$ cat src/logic/ovm_params.svh
// constants of the otg id and vbus monitor: offsets, fields, resets
// assumes inclusion by bare name from the package and the modules
`ifndef OVM_PARAMS_SVH
`define OVM_PARAMS_SVH

// register offsets on the plain register port
`define OVM_ADDR_W          6
`define OVM_DATA_W          8
`define OVM_OFS_OTG_CTRL    6'h0A
`define OVM_OFS_USB_RISE    6'h0D
`define OVM_OFS_USB_FALL    6'h10
`define OVM_OFS_USB_STAT    6'h13
`define OVM_OFS_USB_LATCH   6'h14
`define OVM_OFS_CK_IEN      6'h1D
`define OVM_OFS_CK_STAT     6'h1F
`define OVM_OFS_CK_LATCH    6'h20
`define OVM_OFS_EXT_CTRL    6'h21

// field positions
`define OVM_B_PULLUP        0
`define OVM_B_VBUS          1
`define OVM_B_SVALID        2
`define OVM_B_SEND          3
`define OVM_B_ID_GROUNDED         4
`define OVM_B_FLT_RISE      0
`define OVM_B_FLT_FALL      1
`define OVM_B_IDFLT         0
`define OVM_B_USE_EXT       0
`define OVM_B_PASS          1
`define OVM_B_COMPL         2

// event vector: usb status bits 4..0, id floating on top
`define OVM_EV_W            6
`define OVM_EV_FLT          5

// rx cmd byte layout
`define OVM_RX_VBUS_LO      2
`define OVM_RX_VBUS_HI      3
`define OVM_RX_ID           6
`define OVM_RX_ALT          7

// vbus state encodings carried in the rx cmd
`define OVM_VB_BELOW_END    2'h0
`define OVM_VB_END_TO_VLD   2'h1
`define OVM_VB_VLD_TO_BUS   2'h2
`define OVM_VB_BUS_VALID    2'h3

// reset values
`define OVM_RST_OTG_CTRL    8'h00
`define OVM_RST_USB_EN      8'h1E
`define OVM_RST_CK_IEN      8'h00
`define OVM_RST_EXT_CTRL    8'h00
`define OVM_EXT_IND_LEVEL   1'b1
`define OVM_SYNC_STAGES     2

`endif

$ cat src/logic/ovm_pkg.sv
// types of the otg id and vbus monitor
// assumes ovm_params.svh on the include path
`default_nettype none
package ovm_pkg;
  `include "ovm_params.svh"

  // rx cmd sender states
  typedef enum logic [1:0] {
    OVM_IDLE = 2'b01,
    OVM_SEND = 2'b10
  } ovm_state_t;

  typedef logic [`OVM_DATA_W-1:0] ovm_byte_t;
endpackage
`default_nettype wire

$ cat src/logic/ovm_sync.sv
// bank of two-stage synchronisers for the analog comparator outputs
// assumes asynchronous levels in, one clock domain out
`timescale 1ns/1ps
`default_nettype none
module ovm_sync #(
  parameter int W = 5
) (
  input  wire logic         clk,
  input  wire logic         rst,
  input  wire logic [W-1:0] async_in,
  output logic      [W-1:0] sync_out
);
  logic [W-1:0] meta_r;

  // *************************************************************
  // synchroniser per bit
  // *************************************************************
  // first stage feeds only the second stage
  genvar i;
  generate
    for (i = 0; i < W; i++) begin : g_bit
      always_ff @(posedge clk) begin
        if (rst) begin
          meta_r[i]   <= 1'b0;
          sync_out[i] <= 1'b0;
        end else begin
          meta_r[i]   <= async_in[i];
          sync_out[i] <= meta_r[i];
        end
      end
    end
  endgenerate
endmodule // ovm_sync
`default_nettype wire

$ cat src/logic/ovm_edge.sv
// edge detector and sticky change latch per status flag
// assumes flags already synchronous to clk
`timescale 1ns/1ps
`default_nettype none
module ovm_edge #(
  parameter int W = 6
) (
  input  wire logic         clk,
  input  wire logic         rst,
  input  wire logic [W-1:0] flag_in,
  input  wire logic [W-1:0] rise_en,
  input  wire logic [W-1:0] fall_en,
  input  wire logic [W-1:0] clr,
  output logic      [W-1:0] latch_q,
  output logic      [W-1:0] change_q,
  output logic      [W-1:0] event_q
);
  logic [W-1:0] prev_r;
  logic [W-1:0] rise;
  logic [W-1:0] fall;

  // *************************************************************
  // per bit edges and latch
  // *************************************************************
  genvar i;
  generate
    for (i = 0; i < W; i++) begin : g_bit
      assign rise[i] = flag_in[i] & ~prev_r[i];
      assign fall[i] = ~flag_in[i] & prev_r[i];
      // set beats clear so an edge in the clear cycle is kept
      always_ff @(posedge clk) begin
        if (rst) begin
          prev_r[i]   <= 1'b0;
          latch_q[i]  <= 1'b0;
          change_q[i] <= 1'b0;
          event_q[i]  <= 1'b0;
        end else begin
          prev_r[i]   <= flag_in[i];
          change_q[i] <= rise[i] | fall[i];
          event_q[i]  <= (rise[i] & rise_en[i]) | (fall[i] & fall_en[i]);
          if ((rise[i] & rise_en[i]) | (fall[i] & fall_en[i])) begin
            latch_q[i] <= 1'b1;
          end else if (clr[i]) begin
            latch_q[i] <= 1'b0;
          end
        end
      end
    end
  endgenerate
endmodule // ovm_edge
`default_nettype wire

$ cat src/logic/ovm_monitor.sv
// otg id and vbus monitor: registers, flag gating, rx cmd sender
// assumes raw comparator levels from the analog front end and a
// link side sender that takes rx cmds on the same clock
//
// The strobed register port and the register addresses are this design's own decisions.
`timescale 1ns/1ps
`default_nettype none
`include "ovm_params.svh"

// Summary of operation
// - pull-up bit turns on strong id pull-up
// - float enables send rx cmd on float change
// - float change rx cmd sets alt flag
// - grounded and floating reflect the id termination
// - clearing all enables leaves only weak pull-up
// - id grounded readable at usb status bit 4
// - enabled id grounded edges raise an interrupt
// - id floating readable at carkit status bit 0
// - comparator outputs readable in usb status
// - session end flag rises when vbus drops
// - both enables clear: session end off, reads 0
// - every session valid change sends rx cmd
// - session valid enables only mask its interrupts
// - both enables clear: vbus valid off, reads 0
// - external indicator tied high, select off at reset
// - select, pass, invert choose rx cmd vbus source
module ovm_monitor (
  input  wire logic                  clk,
  input  wire logic                  rst,
  // register port
  input  wire logic [`OVM_ADDR_W-1:0] reg_addr,
  input  wire ovm_pkg::ovm_byte_t     reg_wdata,
  input  wire logic                  reg_wr,
  input  wire logic                  reg_rd,
  output ovm_pkg::ovm_byte_t          reg_rdata,
  // raw analog comparator levels
  input  wire logic                  cmp_id_gnd,
  input  wire logic                  cmp_id_float,
  input  wire logic                  cmp_sess_end,
  input  wire logic                  cmp_sess_vld,
  input  wire logic                  cmp_vbus_vld,
  // analog controls
  output logic                       id_pullup_on,
  output logic                       id_float_cmp_en,
  output logic                       sess_end_cmp_en,
  output logic                       vbus_vld_cmp_en,
  // rx cmd toward the ulpi sender
  output logic                       rxcmd_valid,
  output ovm_pkg::ovm_byte_t          rxcmd_data,
  input  wire logic                  rxcmd_ready
);
  import ovm_pkg::*;

  // *************************************************************
  // declarations
  // *************************************************************
  ovm_byte_t         otg_ctrl_r;
  ovm_byte_t         usb_rise_r;
  ovm_byte_t         usb_fall_r;
  ovm_byte_t         ck_ien_r;
  ovm_byte_t         ext_ctrl_r;
  ovm_byte_t         rdata_nxt;
  ovm_byte_t         rx_nxt;
  ovm_state_t        state_r;
  logic [4:0]        raw_sync;
  logic              id_gnd_s;
  logic              id_flt_s;
  logic              sess_end_s;
  logic              sess_vld_s;
  logic              vbus_vld_s;
  logic              id_pullup_enable;
  logic              float_rise_irq_en;
  logic              float_fall_irq_en;
  logic              id_grounded;
  logic              id_floating;
  logic              session_end_flag;
  logic              session_valid_flag;
  logic              vbus_valid_flag;
  logic              send_on;
  logic              vbus_on;
  logic              float_on;
  logic              ext_ind;
  logic              vbus_src;
  logic [1:0]        vbus_enc;
  logic [1:0]        vbus_enc_r;
  logic              enc_change;
  logic [`OVM_EV_W-1:0] ev_flags;
  logic [`OVM_EV_W-1:0] ev_rise_en;
  logic [`OVM_EV_W-1:0] ev_fall_en;
  logic [`OVM_EV_W-1:0] ev_clr;
  logic [`OVM_EV_W-1:0] ev_latch;
  logic [`OVM_EV_W-1:0] ev_change;
  logic [`OVM_EV_W-1:0] ev_event;
  logic              trig;
  logic              trig_alt;
  logic              pend_r;
  logic              alt_r;
  logic              take;
  logic              rd_usb_latch;
  logic              rd_ck_latch;

  // *************************************************************
  // input synchronisers
  // *************************************************************
  ovm_sync #(
    .W (5)
  ) u_sync (
    .clk      (clk),
    .rst      (rst),
    .async_in ({cmp_vbus_vld, cmp_sess_vld, cmp_sess_end,
                cmp_id_float, cmp_id_gnd}),
    .sync_out (raw_sync)
  );

  assign id_gnd_s   = raw_sync[0];
  assign id_flt_s   = raw_sync[1];
  assign sess_end_s = raw_sync[2];
  assign sess_vld_s = raw_sync[3];
  assign vbus_vld_s = raw_sync[4];

  // *************************************************************
  // control fields
  // *************************************************************
  assign id_pullup_enable  = otg_ctrl_r[`OVM_B_PULLUP];
  assign float_rise_irq_en = ck_ien_r[`OVM_B_FLT_RISE];
  assign float_fall_irq_en = ck_ien_r[`OVM_B_FLT_FALL];

  // a comparator counts as off only when both of its edges are off
  assign send_on  = usb_rise_r[`OVM_B_SEND] | usb_fall_r[`OVM_B_SEND];
  assign vbus_on  = usb_rise_r[`OVM_B_VBUS] | usb_fall_r[`OVM_B_VBUS];
  assign float_on = float_rise_irq_en | float_fall_irq_en;

  // *************************************************************
  // gated status flags
  // *************************************************************
  // the front end decides the levels per termination
  assign id_grounded        = id_gnd_s;
  assign id_floating        = float_on & id_flt_s;
  // comparator high once vbus sits under the end threshold
  assign session_end_flag   = send_on & sess_end_s;
  // session valid has no off state: its enables mask only irqs
  assign session_valid_flag = sess_vld_s;
  assign vbus_valid_flag    = vbus_on & vbus_vld_s;

  // *************************************************************
  // external vbus indicator select
  // *************************************************************
  // there is no indicator pin, so the input sits at one
  assign ext_ind = `OVM_EXT_IND_LEVEL;

  // complement wins, then pass-through, else internal comparator
  always_comb begin
    vbus_src = vbus_valid_flag;
    if (ext_ctrl_r[`OVM_B_USE_EXT]) begin
      if (ext_ctrl_r[`OVM_B_COMPL]) begin
        vbus_src = ~ext_ind;
      end else if (ext_ctrl_r[`OVM_B_PASS]) begin
        vbus_src = ext_ind;
      end else begin
        vbus_src = vbus_valid_flag & ext_ind;
      end
    end
  end

  // vbus state encoding from the comparator ladder
  always_comb begin
    if (vbus_src) begin
      vbus_enc = `OVM_VB_BUS_VALID;
    end else if (session_valid_flag) begin
      vbus_enc = `OVM_VB_VLD_TO_BUS;
    end else if (!session_end_flag) begin
      vbus_enc = `OVM_VB_END_TO_VLD;
    end else begin
      vbus_enc = `OVM_VB_BELOW_END;
    end
  end

  // *************************************************************
  // edge latches
  // *************************************************************
  assign ev_flags   = {id_floating, id_grounded, session_end_flag,
                       session_valid_flag, vbus_valid_flag, 1'b0};
  assign ev_rise_en = {float_rise_irq_en, usb_rise_r[4:0]};
  assign ev_fall_en = {float_fall_irq_en, usb_fall_r[4:0]};

  // reading a latch register clears it
  assign rd_usb_latch = reg_rd && (reg_addr == `OVM_OFS_USB_LATCH);
  assign rd_ck_latch  = reg_rd && (reg_addr == `OVM_OFS_CK_LATCH);
  assign ev_clr       = {rd_ck_latch, {(`OVM_EV_W-1){rd_usb_latch}}};

  ovm_edge #(
    .W (`OVM_EV_W)
  ) u_edge (
    .clk      (clk),
    .rst      (rst),
    .flag_in  (ev_flags),
    .rise_en  (ev_rise_en),
    .fall_en  (ev_fall_en),
    .clr      (ev_clr),
    .latch_q  (ev_latch),
    .change_q (ev_change),
    .event_q  (ev_event)
  );

  // *************************************************************
  // rx cmd triggers
  // *************************************************************
  // float changes go out flagged as alternate interrupts
  assign trig_alt = ev_change[`OVM_EV_FLT] & float_on;
  assign trig = enc_change
              | ev_change[`OVM_B_ID_GROUNDED]
              | (|ev_event[`OVM_EV_W-2:0])
              | trig_alt;

  // remember the last encoding so a source switch is reported too;
  // reset to the code that all-low flags give, so no false rx cmd
  always_ff @(posedge clk) begin
    if (rst) begin
      vbus_enc_r <= `OVM_VB_END_TO_VLD;
      enc_change <= 1'b0;
    end else begin
      vbus_enc_r <= vbus_enc;
      enc_change <= (vbus_enc != vbus_enc_r)
                  | ev_change[`OVM_B_SVALID];
    end
  end

  // *************************************************************
  // rx cmd sender
  // *************************************************************
  assign take = (state_r == OVM_IDLE) && pend_r;

  // pending flags: a new trigger in the load cycle is kept
  always_ff @(posedge clk) begin
    if (rst) begin
      pend_r <= 1'b0;
      alt_r  <= 1'b0;
    end else begin
      pend_r <= trig | (pend_r & ~take);
      alt_r  <= trig_alt | (alt_r & ~take);
    end
  end

  // byte built from live status at load time
  always_comb begin
    rx_nxt                                  = '0;
    rx_nxt[`OVM_RX_VBUS_HI:`OVM_RX_VBUS_LO] = vbus_enc;
    rx_nxt[`OVM_RX_ID]                      = id_grounded;
    rx_nxt[`OVM_RX_ALT]                     = alt_r;
  end

  // one byte held until the sender takes it
  always_ff @(posedge clk) begin
    if (rst) begin
      state_r     <= OVM_IDLE;
      rxcmd_valid <= 1'b0;
      rxcmd_data  <= '0;
    end else begin
      unique case (state_r)
        OVM_IDLE: begin
          if (pend_r) begin
            rxcmd_data  <= rx_nxt;
            rxcmd_valid <= 1'b1;
            state_r     <= OVM_SEND;
          end
        end
        OVM_SEND: begin
          if (rxcmd_ready) begin
            rxcmd_valid <= 1'b0;
            state_r     <= OVM_IDLE;
          end
        end
        default: begin
          rxcmd_valid <= 1'b0;
          state_r     <= OVM_IDLE;
        end
      endcase
    end
  end

  // *************************************************************
  // register writes
  // *************************************************************
  always_ff @(posedge clk) begin
    if (rst) begin
      otg_ctrl_r <= `OVM_RST_OTG_CTRL;
      usb_rise_r <= `OVM_RST_USB_EN;
      usb_fall_r <= `OVM_RST_USB_EN;
      ck_ien_r   <= `OVM_RST_CK_IEN;
      ext_ctrl_r <= `OVM_RST_EXT_CTRL;
    end else if (reg_wr) begin
      unique case (reg_addr)
        `OVM_OFS_OTG_CTRL: otg_ctrl_r <= reg_wdata;
        `OVM_OFS_USB_RISE: usb_rise_r <= reg_wdata;
        `OVM_OFS_USB_FALL: usb_fall_r <= reg_wdata;
        `OVM_OFS_CK_IEN:   ck_ien_r   <= reg_wdata;
        `OVM_OFS_EXT_CTRL: ext_ctrl_r <= reg_wdata;
        default: ;
      endcase
    end
  end

  // *************************************************************
  // register reads
  // *************************************************************
  // unmapped addresses read zero
  always_comb begin
    rdata_nxt = '0;
    unique case (reg_addr)
      `OVM_OFS_OTG_CTRL: rdata_nxt = otg_ctrl_r;
      `OVM_OFS_USB_RISE: rdata_nxt = usb_rise_r;
      `OVM_OFS_USB_FALL: rdata_nxt = usb_fall_r;
      `OVM_OFS_USB_STAT: begin
        rdata_nxt[`OVM_B_VBUS]   = vbus_valid_flag;
        rdata_nxt[`OVM_B_SVALID] = session_valid_flag;
        rdata_nxt[`OVM_B_SEND]   = session_end_flag;
        rdata_nxt[`OVM_B_ID_GROUNDED]  = id_grounded;
      end
      `OVM_OFS_USB_LATCH: rdata_nxt[4:0] = ev_latch[4:0];
      `OVM_OFS_CK_IEN:    rdata_nxt = ck_ien_r;
      `OVM_OFS_CK_STAT:   rdata_nxt[`OVM_B_IDFLT] = id_floating;
      `OVM_OFS_CK_LATCH:  rdata_nxt[0] = ev_latch[`OVM_EV_FLT];
      `OVM_OFS_EXT_CTRL:  rdata_nxt = ext_ctrl_r;
      default: ;
    endcase
  end

  // data stands only in the cycle after the read strobe
  always_ff @(posedge clk) begin
    if (rst) begin
      reg_rdata <= '0;
    end else if (reg_rd) begin
      reg_rdata <= rdata_nxt;
    end else begin
      reg_rdata <= '0;
    end
  end

  // *************************************************************
  // analog controls
  // *************************************************************
  // clearing pull-up and float enables leaves only the weak one
  always_ff @(posedge clk) begin
    if (rst) begin
      id_pullup_on    <= 1'b0;
      id_float_cmp_en <= 1'b0;
      sess_end_cmp_en <= 1'b0;
      vbus_vld_cmp_en <= 1'b0;
    end else begin
      id_pullup_on    <= id_pullup_enable;
      id_float_cmp_en <= float_on;
      sess_end_cmp_en <= send_on;
      vbus_vld_cmp_en <= vbus_on;
    end
  end
endmodule // ovm_monitor
`default_nettype wire

$ cat config.mk
export PLATFORM = sky130hd
export DESIGN_NAME = ovm_monitor
export DESIGN_NICKNAME = d
export VERILOG_FILES = /design/src/logic/ovm_pkg.sv /design/src/logic/ovm_sync.sv /design/src/logic/ovm_edge.sv /design/src/logic/ovm_monitor.sv
export VERILOG_INCLUDE_DIRS = /design/src /design/src/logic
export SDC_FILE = /design/constraint.sdc
export NUM_CORES = 1
export LEC_CHECK = 0
export ABC_CLOCK_PERIOD_IN_PS = 1460
export BUFFER_PORTS_ARGS = -buffer_cell sky130_fd_sc_hd__buf_4
export CORE_UTILIZATION = 40
export CTS_CLUSTER_DIAMETER = 30
export DETAILED_ROUTE_END_ITERATION = 10
export PLACE_DENSITY = 0.71
export SLEW_MARGIN = 5
export SYNTH_ARGS = -nofsm -noshare
export SYNTH_HDL_FRONTEND = slang
export SYNTH_HIERARCHICAL = 1
export SYNTH_SLANG_ARGS = --single-unit
export TNS_END_PERCENT = 5
$ cat constraint.sdc
create_clock -name clk -period 1.46 [get_ports clk]
set_input_delay 0.073 -clock clk [delete_from_list [all_inputs] [get_ports clk]]
set_output_delay 0.073 -clock clk [all_outputs]
set_load 0.01 [all_outputs]
======== After elaboration in Yosys (flattened, before gate mapping) ========
Cells that the tools add are included.
storage, ports and cells
  latch bits .............................. 0
  ROM bits ................................ 0
  memories ................................ 0
  bits in registers ....................... 91
  bits in writable memories ............... 0
  input bits .............................. 24
  word-level logic and storage cells ...... 152
cells by class
  shifts and indexed selects .............. 0
  order comparisons ....................... 0
  multipliers ............................. 0
  equality and inequality tests ........... 14
  div/mod/pow operators ................... 0
  bitwise operators ....................... 55
  add/subtract/negate cells ............... 0
  reductions and logical operators ........ 17
  mux-type cells .......................... 22
operators by type and width
  operator                                                         number
  6-bit by 5-bit == test with 1-bit output, second input constant  5
  4-bit one-hot mux with 7 select lines                            1
  1-bit bitwise AND                                                26
  1-bit bitwise OR                                                 17
  3-bit one-hot mux with 5 select lines                            1
  2-bit AND reduction                                              7
  1-bit 2-to-1 mux                                                 13
  6-bit by 4-bit == test with 1-bit output, second input constant  2
  6-bit == test, second input constant                             2
  1-bit inverter                                                   12
  2-bit nonzero test                                               5
  2-bit 2-to-1 mux                                                 4
  1-bit one-hot mux with 7 select lines                            1
  2-bit inequality test, second input constant                     2
  2-bit one-hot mux with 2 select lines                            1
  4-bit OR reduction                                               1
  1-bit logical AND                                                3
  2-bit by 1-bit == test with 1-bit output, second input constant  1
  2-bit == test, second input constant                             1
  2-bit inequality test                                            1
  1-bit one-hot mux with 2 select lines                            1
  2-bit OR reduction                                               1

======== Depth between registers and ports, before layout ========
  word-level depth ........................ 8
  depth in mapped cells ................... 7
  depth with buffers taken out ............ 6

======== Cells and area by module ========
Netlist, hierarchy kept.
modules (own cells, without submodules)
  module       cells an instance  times used  area each (um^2)
  ovm_monitor  318                1           2819.0
  ovm_edge     86                 1           878.3
  ovm_sync     20                 1           262.8

======== Worst setup path after synthesis ========
OpenSTA, ideal clock, no wires.
  path type ............................... in2reg
  from .................................... in reg_addr[3]
  to ...................................... reg reg_rdata[1]
  data arrival time ....................... 1.311 ns
  cell stages on the path ................. 6
  slack ................................... 0.029 ns
  cell sequence ........................... clkbuf_2 and4b_4 and2_4 buf_6 a221o_1 o31a_1
between the ends
  longest elaborated chain between the ends .. 2
  elaborated cells on any way between the ends .. 8
  classes of those cells .................. eq/ne (7); mux (1)
RTL lines
  element                                  RTL line            text
  start, declared                          ovm_monitor.sv:31   input wire logic [`OVM_ADDR_W-1:0] reg_addr,
  6-bit == test (tied with other cells)    ovm_monitor.sv:309  unique case (reg_addr)
  4-bit one-hot mux with 7 select lines *  ovm_monitor.sv:309
  end signal, assigned                     ovm_monitor.sv:333  reg_rdata <= rdata_nxt;
  end, declared                            ovm_monitor.sv:35   output ovm_pkg::ovm_byte_t reg_rdata,
Mark *: on every way between the ends. The rest lies on a longest branch, timed or not.
A chain may end at the register's enable or synchronous reset.

======== Final worst setup path ========
  from .................................... reg usb_fall_r[3]
  to ...................................... reg reg_rdata[3]
between the ends
  longest elaborated chain between the ends .. 3
RTL lines
  element                                RTL line            text
  start, declared                        ovm_monitor.sv:59   ovm_byte_t usb_fall_r;
  start signal, assigned                 ovm_monitor.sv:288  usb_fall_r <= `OVM_RST_USB_EN;
  start signal, assigned                 ovm_monitor.sv:295  `OVM_OFS_USB_FALL: usb_fall_r <= reg_wdata;
  1-bit bitwise OR                       ovm_monitor.sv:129  assign send_on = usb_rise_r[`OVM_B_SEND] | usb_fall_r[`OVM_B_SEND];
  1-bit bitwise AND                      ovm_monitor.sv:140  assign session_end_flag = send_on & sess_end_s;
  net session_end_flag                   ovm_monitor.sv:76   logic session_end_flag;
  4-bit one-hot mux with 7 select lines  ovm_monitor.sv:309
The timed path passes the listed nets, and every way through them passes these cells.

==> flow_summary_export.csv <==
group,metric,value,unit
place,placement.cell_area,0.004516,mm^2
global_route,grt_max_degree,37,
place,dp_cells,601,
place,portBuffers,40,
clock_tree,cts-root-buf,"sky130_fd_sc_hd__clkbuf_8",
timing,final.setup_skew,0.005669,ns
yosys,yosysWarnings,6,
pwr,power_per_cell_area,984.5,mW/mm^2
global_route,track_usage,0.1932,
die,die_x,100.3,um
setup_path,setup.worst_path.start_class,"register",
global_route,grt_pass1_wl,14770,um
clock_tree,cts-buffers-inserted,9,
timing,timing_max_transition_violations_final,0,
timing,max_frequency,712.0,MHz
yosys,synthCells,416,
setup_path,timing.setup.critical_path_class,"register to register",
place,routability_congestion_estimate,0.8719,
finish,final.fill_count,870,
setup_path,slowest_stage,"sky130_fd_sc_hd__a221o_1",
clock_tree,max-clock-path-buffers,2,
setup_path,worst_setup_path_end_kind,"register",
setup_path,biggest_cell_delay_along_the_critical_path,0.37,ns
clock_tree,worst_skew_pair_later_pin_latency,0.37,ns
die,rows,35,
yosys,syn_area_per_cell,9.291,um^2
setup_path,crit_path_cell_trace,"o21a_1, a221o_1, o31a_1",
route,route.final.wire_length,9206,um
setup_path,crit_arrival,1.66,ns
pwr,total_power,4787,uW
die,io_pins,45,
timing,report.final.hold_viol_count,0,
route,drt_iter0_markers,195,
route,num_vias,3244,
finish,antenna-diode-count,0,
die,design.core.area,0.009284,mm^2
route,ant_nets,0,
clock_tree,h_tree_levels,3,
timing,final.min_clock_period,1.405,ns
pwr,vdd_drop_max,411.6,uV
clock_tree,cts_tree,"built",
finish,stdcell_count,631,
setup_path,cell_family_with_the_largest_share_of_critical_path_delay,"compound AO/OA/AOI/OAI gates",
yosys,mappedNetlistArea,0.003865,mm^2
clock_tree,clock_sinks,93,
finish,drive_above_1_share,0.2032,
flow_run,max_cap_viol_count,0,
place,hpwl,6619,um
global_route,via_count_of_the_first_global_routing_pass,3052,
finish,final_nets,533,
timing,grt_setup_unrepaired,"no",
place,preCtsSetupSlack,-0.06745,ns
timing,post-route-worst-setup-slack,0.05546,ns
die,floorplan.die.height,100.3,um
setup_path,critical_path_peak_fanout,5,
route,drc,0,
pwr,total_leakage_power,0.001910,uW
route,avgRoutedWirePerCell,14.59,um
route,detail_route.vias_per_cell,5.141,
timing,final.period_utilization,0.9620,
setup_path,required_arrival_time_at_the_worst_endpoint,1.72,ns
setup_path,timing.critical_path.buf_inv,0,
die,initial_utilization,0.4163,
run_status,run_status,"finished clean",
finish,syn2layout_area_growth,25.80,%
global_route,grt_remaining_overflow,0,
route,1st_pass_router_iterations,4,
finish,postLayoutCellArea,0.004862,mm^2
clock_tree,postCtsSetupBuffers,0,
worst_hold_path,hp-class,"input port to register",
timing,final-setup-viol-count,0,
global_route,initial_antenna_violation_count,0,
clock_tree,cts_clock_pin_slew_for_the_worst_setup_and_hold_paths,0.09,ns
die,area_enclosed_by_the_die_boundary,0.01006,mm^2
==> where the power goes <==
part / switching [uW] / leakage (uW) / internal (uW)
logic: 209 / 0.00105 / 197
registers: 32.5 / 0.000756 / 2600
clock network: 947 / 0.000105 / 804
==> state kept, by name (all words and copies together) (netlist names), 2 cells and up <==
name / flops
ck_ien_r: 8
ext_ctrl_r: 8
otg_ctrl_r: 8
reg_rdata: 8
usb_fall_r: 8
usb_rise_r: 8
u_edge/latch_q: 6
u_edge/prev_r: 6
u_edge/event_q: 5
u_sync/meta_r: 5
u_sync/sync_out: 5
rxcmd_data: 4
u_edge/change_q: 3
vbus_enc_r: 2
==> worst reg2reg max path, cell delays in order, from the launching register on <==
cell and delay [ns]:
sky130_fd_sc_hd__dfxtp_1 0.33, sky130_fd_sc_hd__o21a_1 0.27, sky130_fd_sc_hd__a221o_1 0.37, sky130_fd_sc_hd__o31a_1 0.32
==> worst paths after layout <==
kind | cells past startpoint | from | slack, ns | to
hold reg to reg | 1 | u_sync/meta_r[1] | 0.44 | u_sync/sync_out[1]
setup reg to reg | 3 | usb_fall_r[3] | 0.06 | reg_rdata[3]
setup / recovery | 3 | usb_fall_r[3] | 0.06 | reg_rdata[3]
hold / removal | 4 | rxcmd_ready | 0.02 | state_r[0]
==> cell type report <==
cell class              instances  area [um^2]  share of cell area
clock inverters                 7        73.82             0.01518
inverters                      16        60.06             0.01235
multi-input cells             283         1802              0.3706
clock buffers                   9        123.9             0.02548
flip-flops and latches         93         1863              0.3832
well taps                     129        161.4             0.03320
repair buffers                 94        778.2              0.1601
==> repair_timing <==
item	in CTS	in global routing
gates resized for setup	1	2
endpoints found under the hold margin	42	0
endpoints found under the setup margin	1	3
hold buffers	14	0
==> through the flow <==
step | TNS, ns | hold WS (ns) | util
after floorplan | 0 | 0.1421 | -
after global placement | -0.4100 | 0.2834 | 0.4864
final | 0 | 0.01715 | 0.5237
after detailed placement | -0.6889 | 0.2871 | 0.4864
after global routing | 0 | 0.04903 | 0.5237
after CTS | 0 | 0.008409 | 0.5235
==> metal layers <==
layer / wire length [um] / global-route usage
met1: 4190 / 0.2419
met2: 4370 / 0.3119
met3: 361 / 0.03273
met4: 284 / 0.1159
met5: 0 / 0
==> cells in the final DEF (no fill, tap or decap), drive strengths merged, types with 2 or more instances in the layout <==
| master | instances |
|---|---|
| nor2b | 24 |
| nand2 | 29 |
| dfxtp | 93 |
| buf | 80 |
| clkinv | 4 |
| dlygate4sd3 | 14 |
| nor3 | 5 |
| clkbuf | 9 |
| a221o | 5 |
| and3 | 10 |
| nor2 | 46 |
| and3b | 4 |
| inv | 18 |
| mux2i | 17 |
| nor3b | 3 |
| and2 | 5 |
| a21oi | 28 |
| ha | 12 |
| a22o | 8 |
| nand2b | 7 |
| conb | 6 |
| a211o | 8 |
| a31oi | 4 |
| nand3 | 19 |
| a22oi | 12 |
| o31a | 4 |
| o21a | 2 |
| nor4b | 4 |
| a221oi | 2 |
| or3 | 2 |
| o21ai | 5 |
No activity file was read; power rests on OpenSTA's default activity.
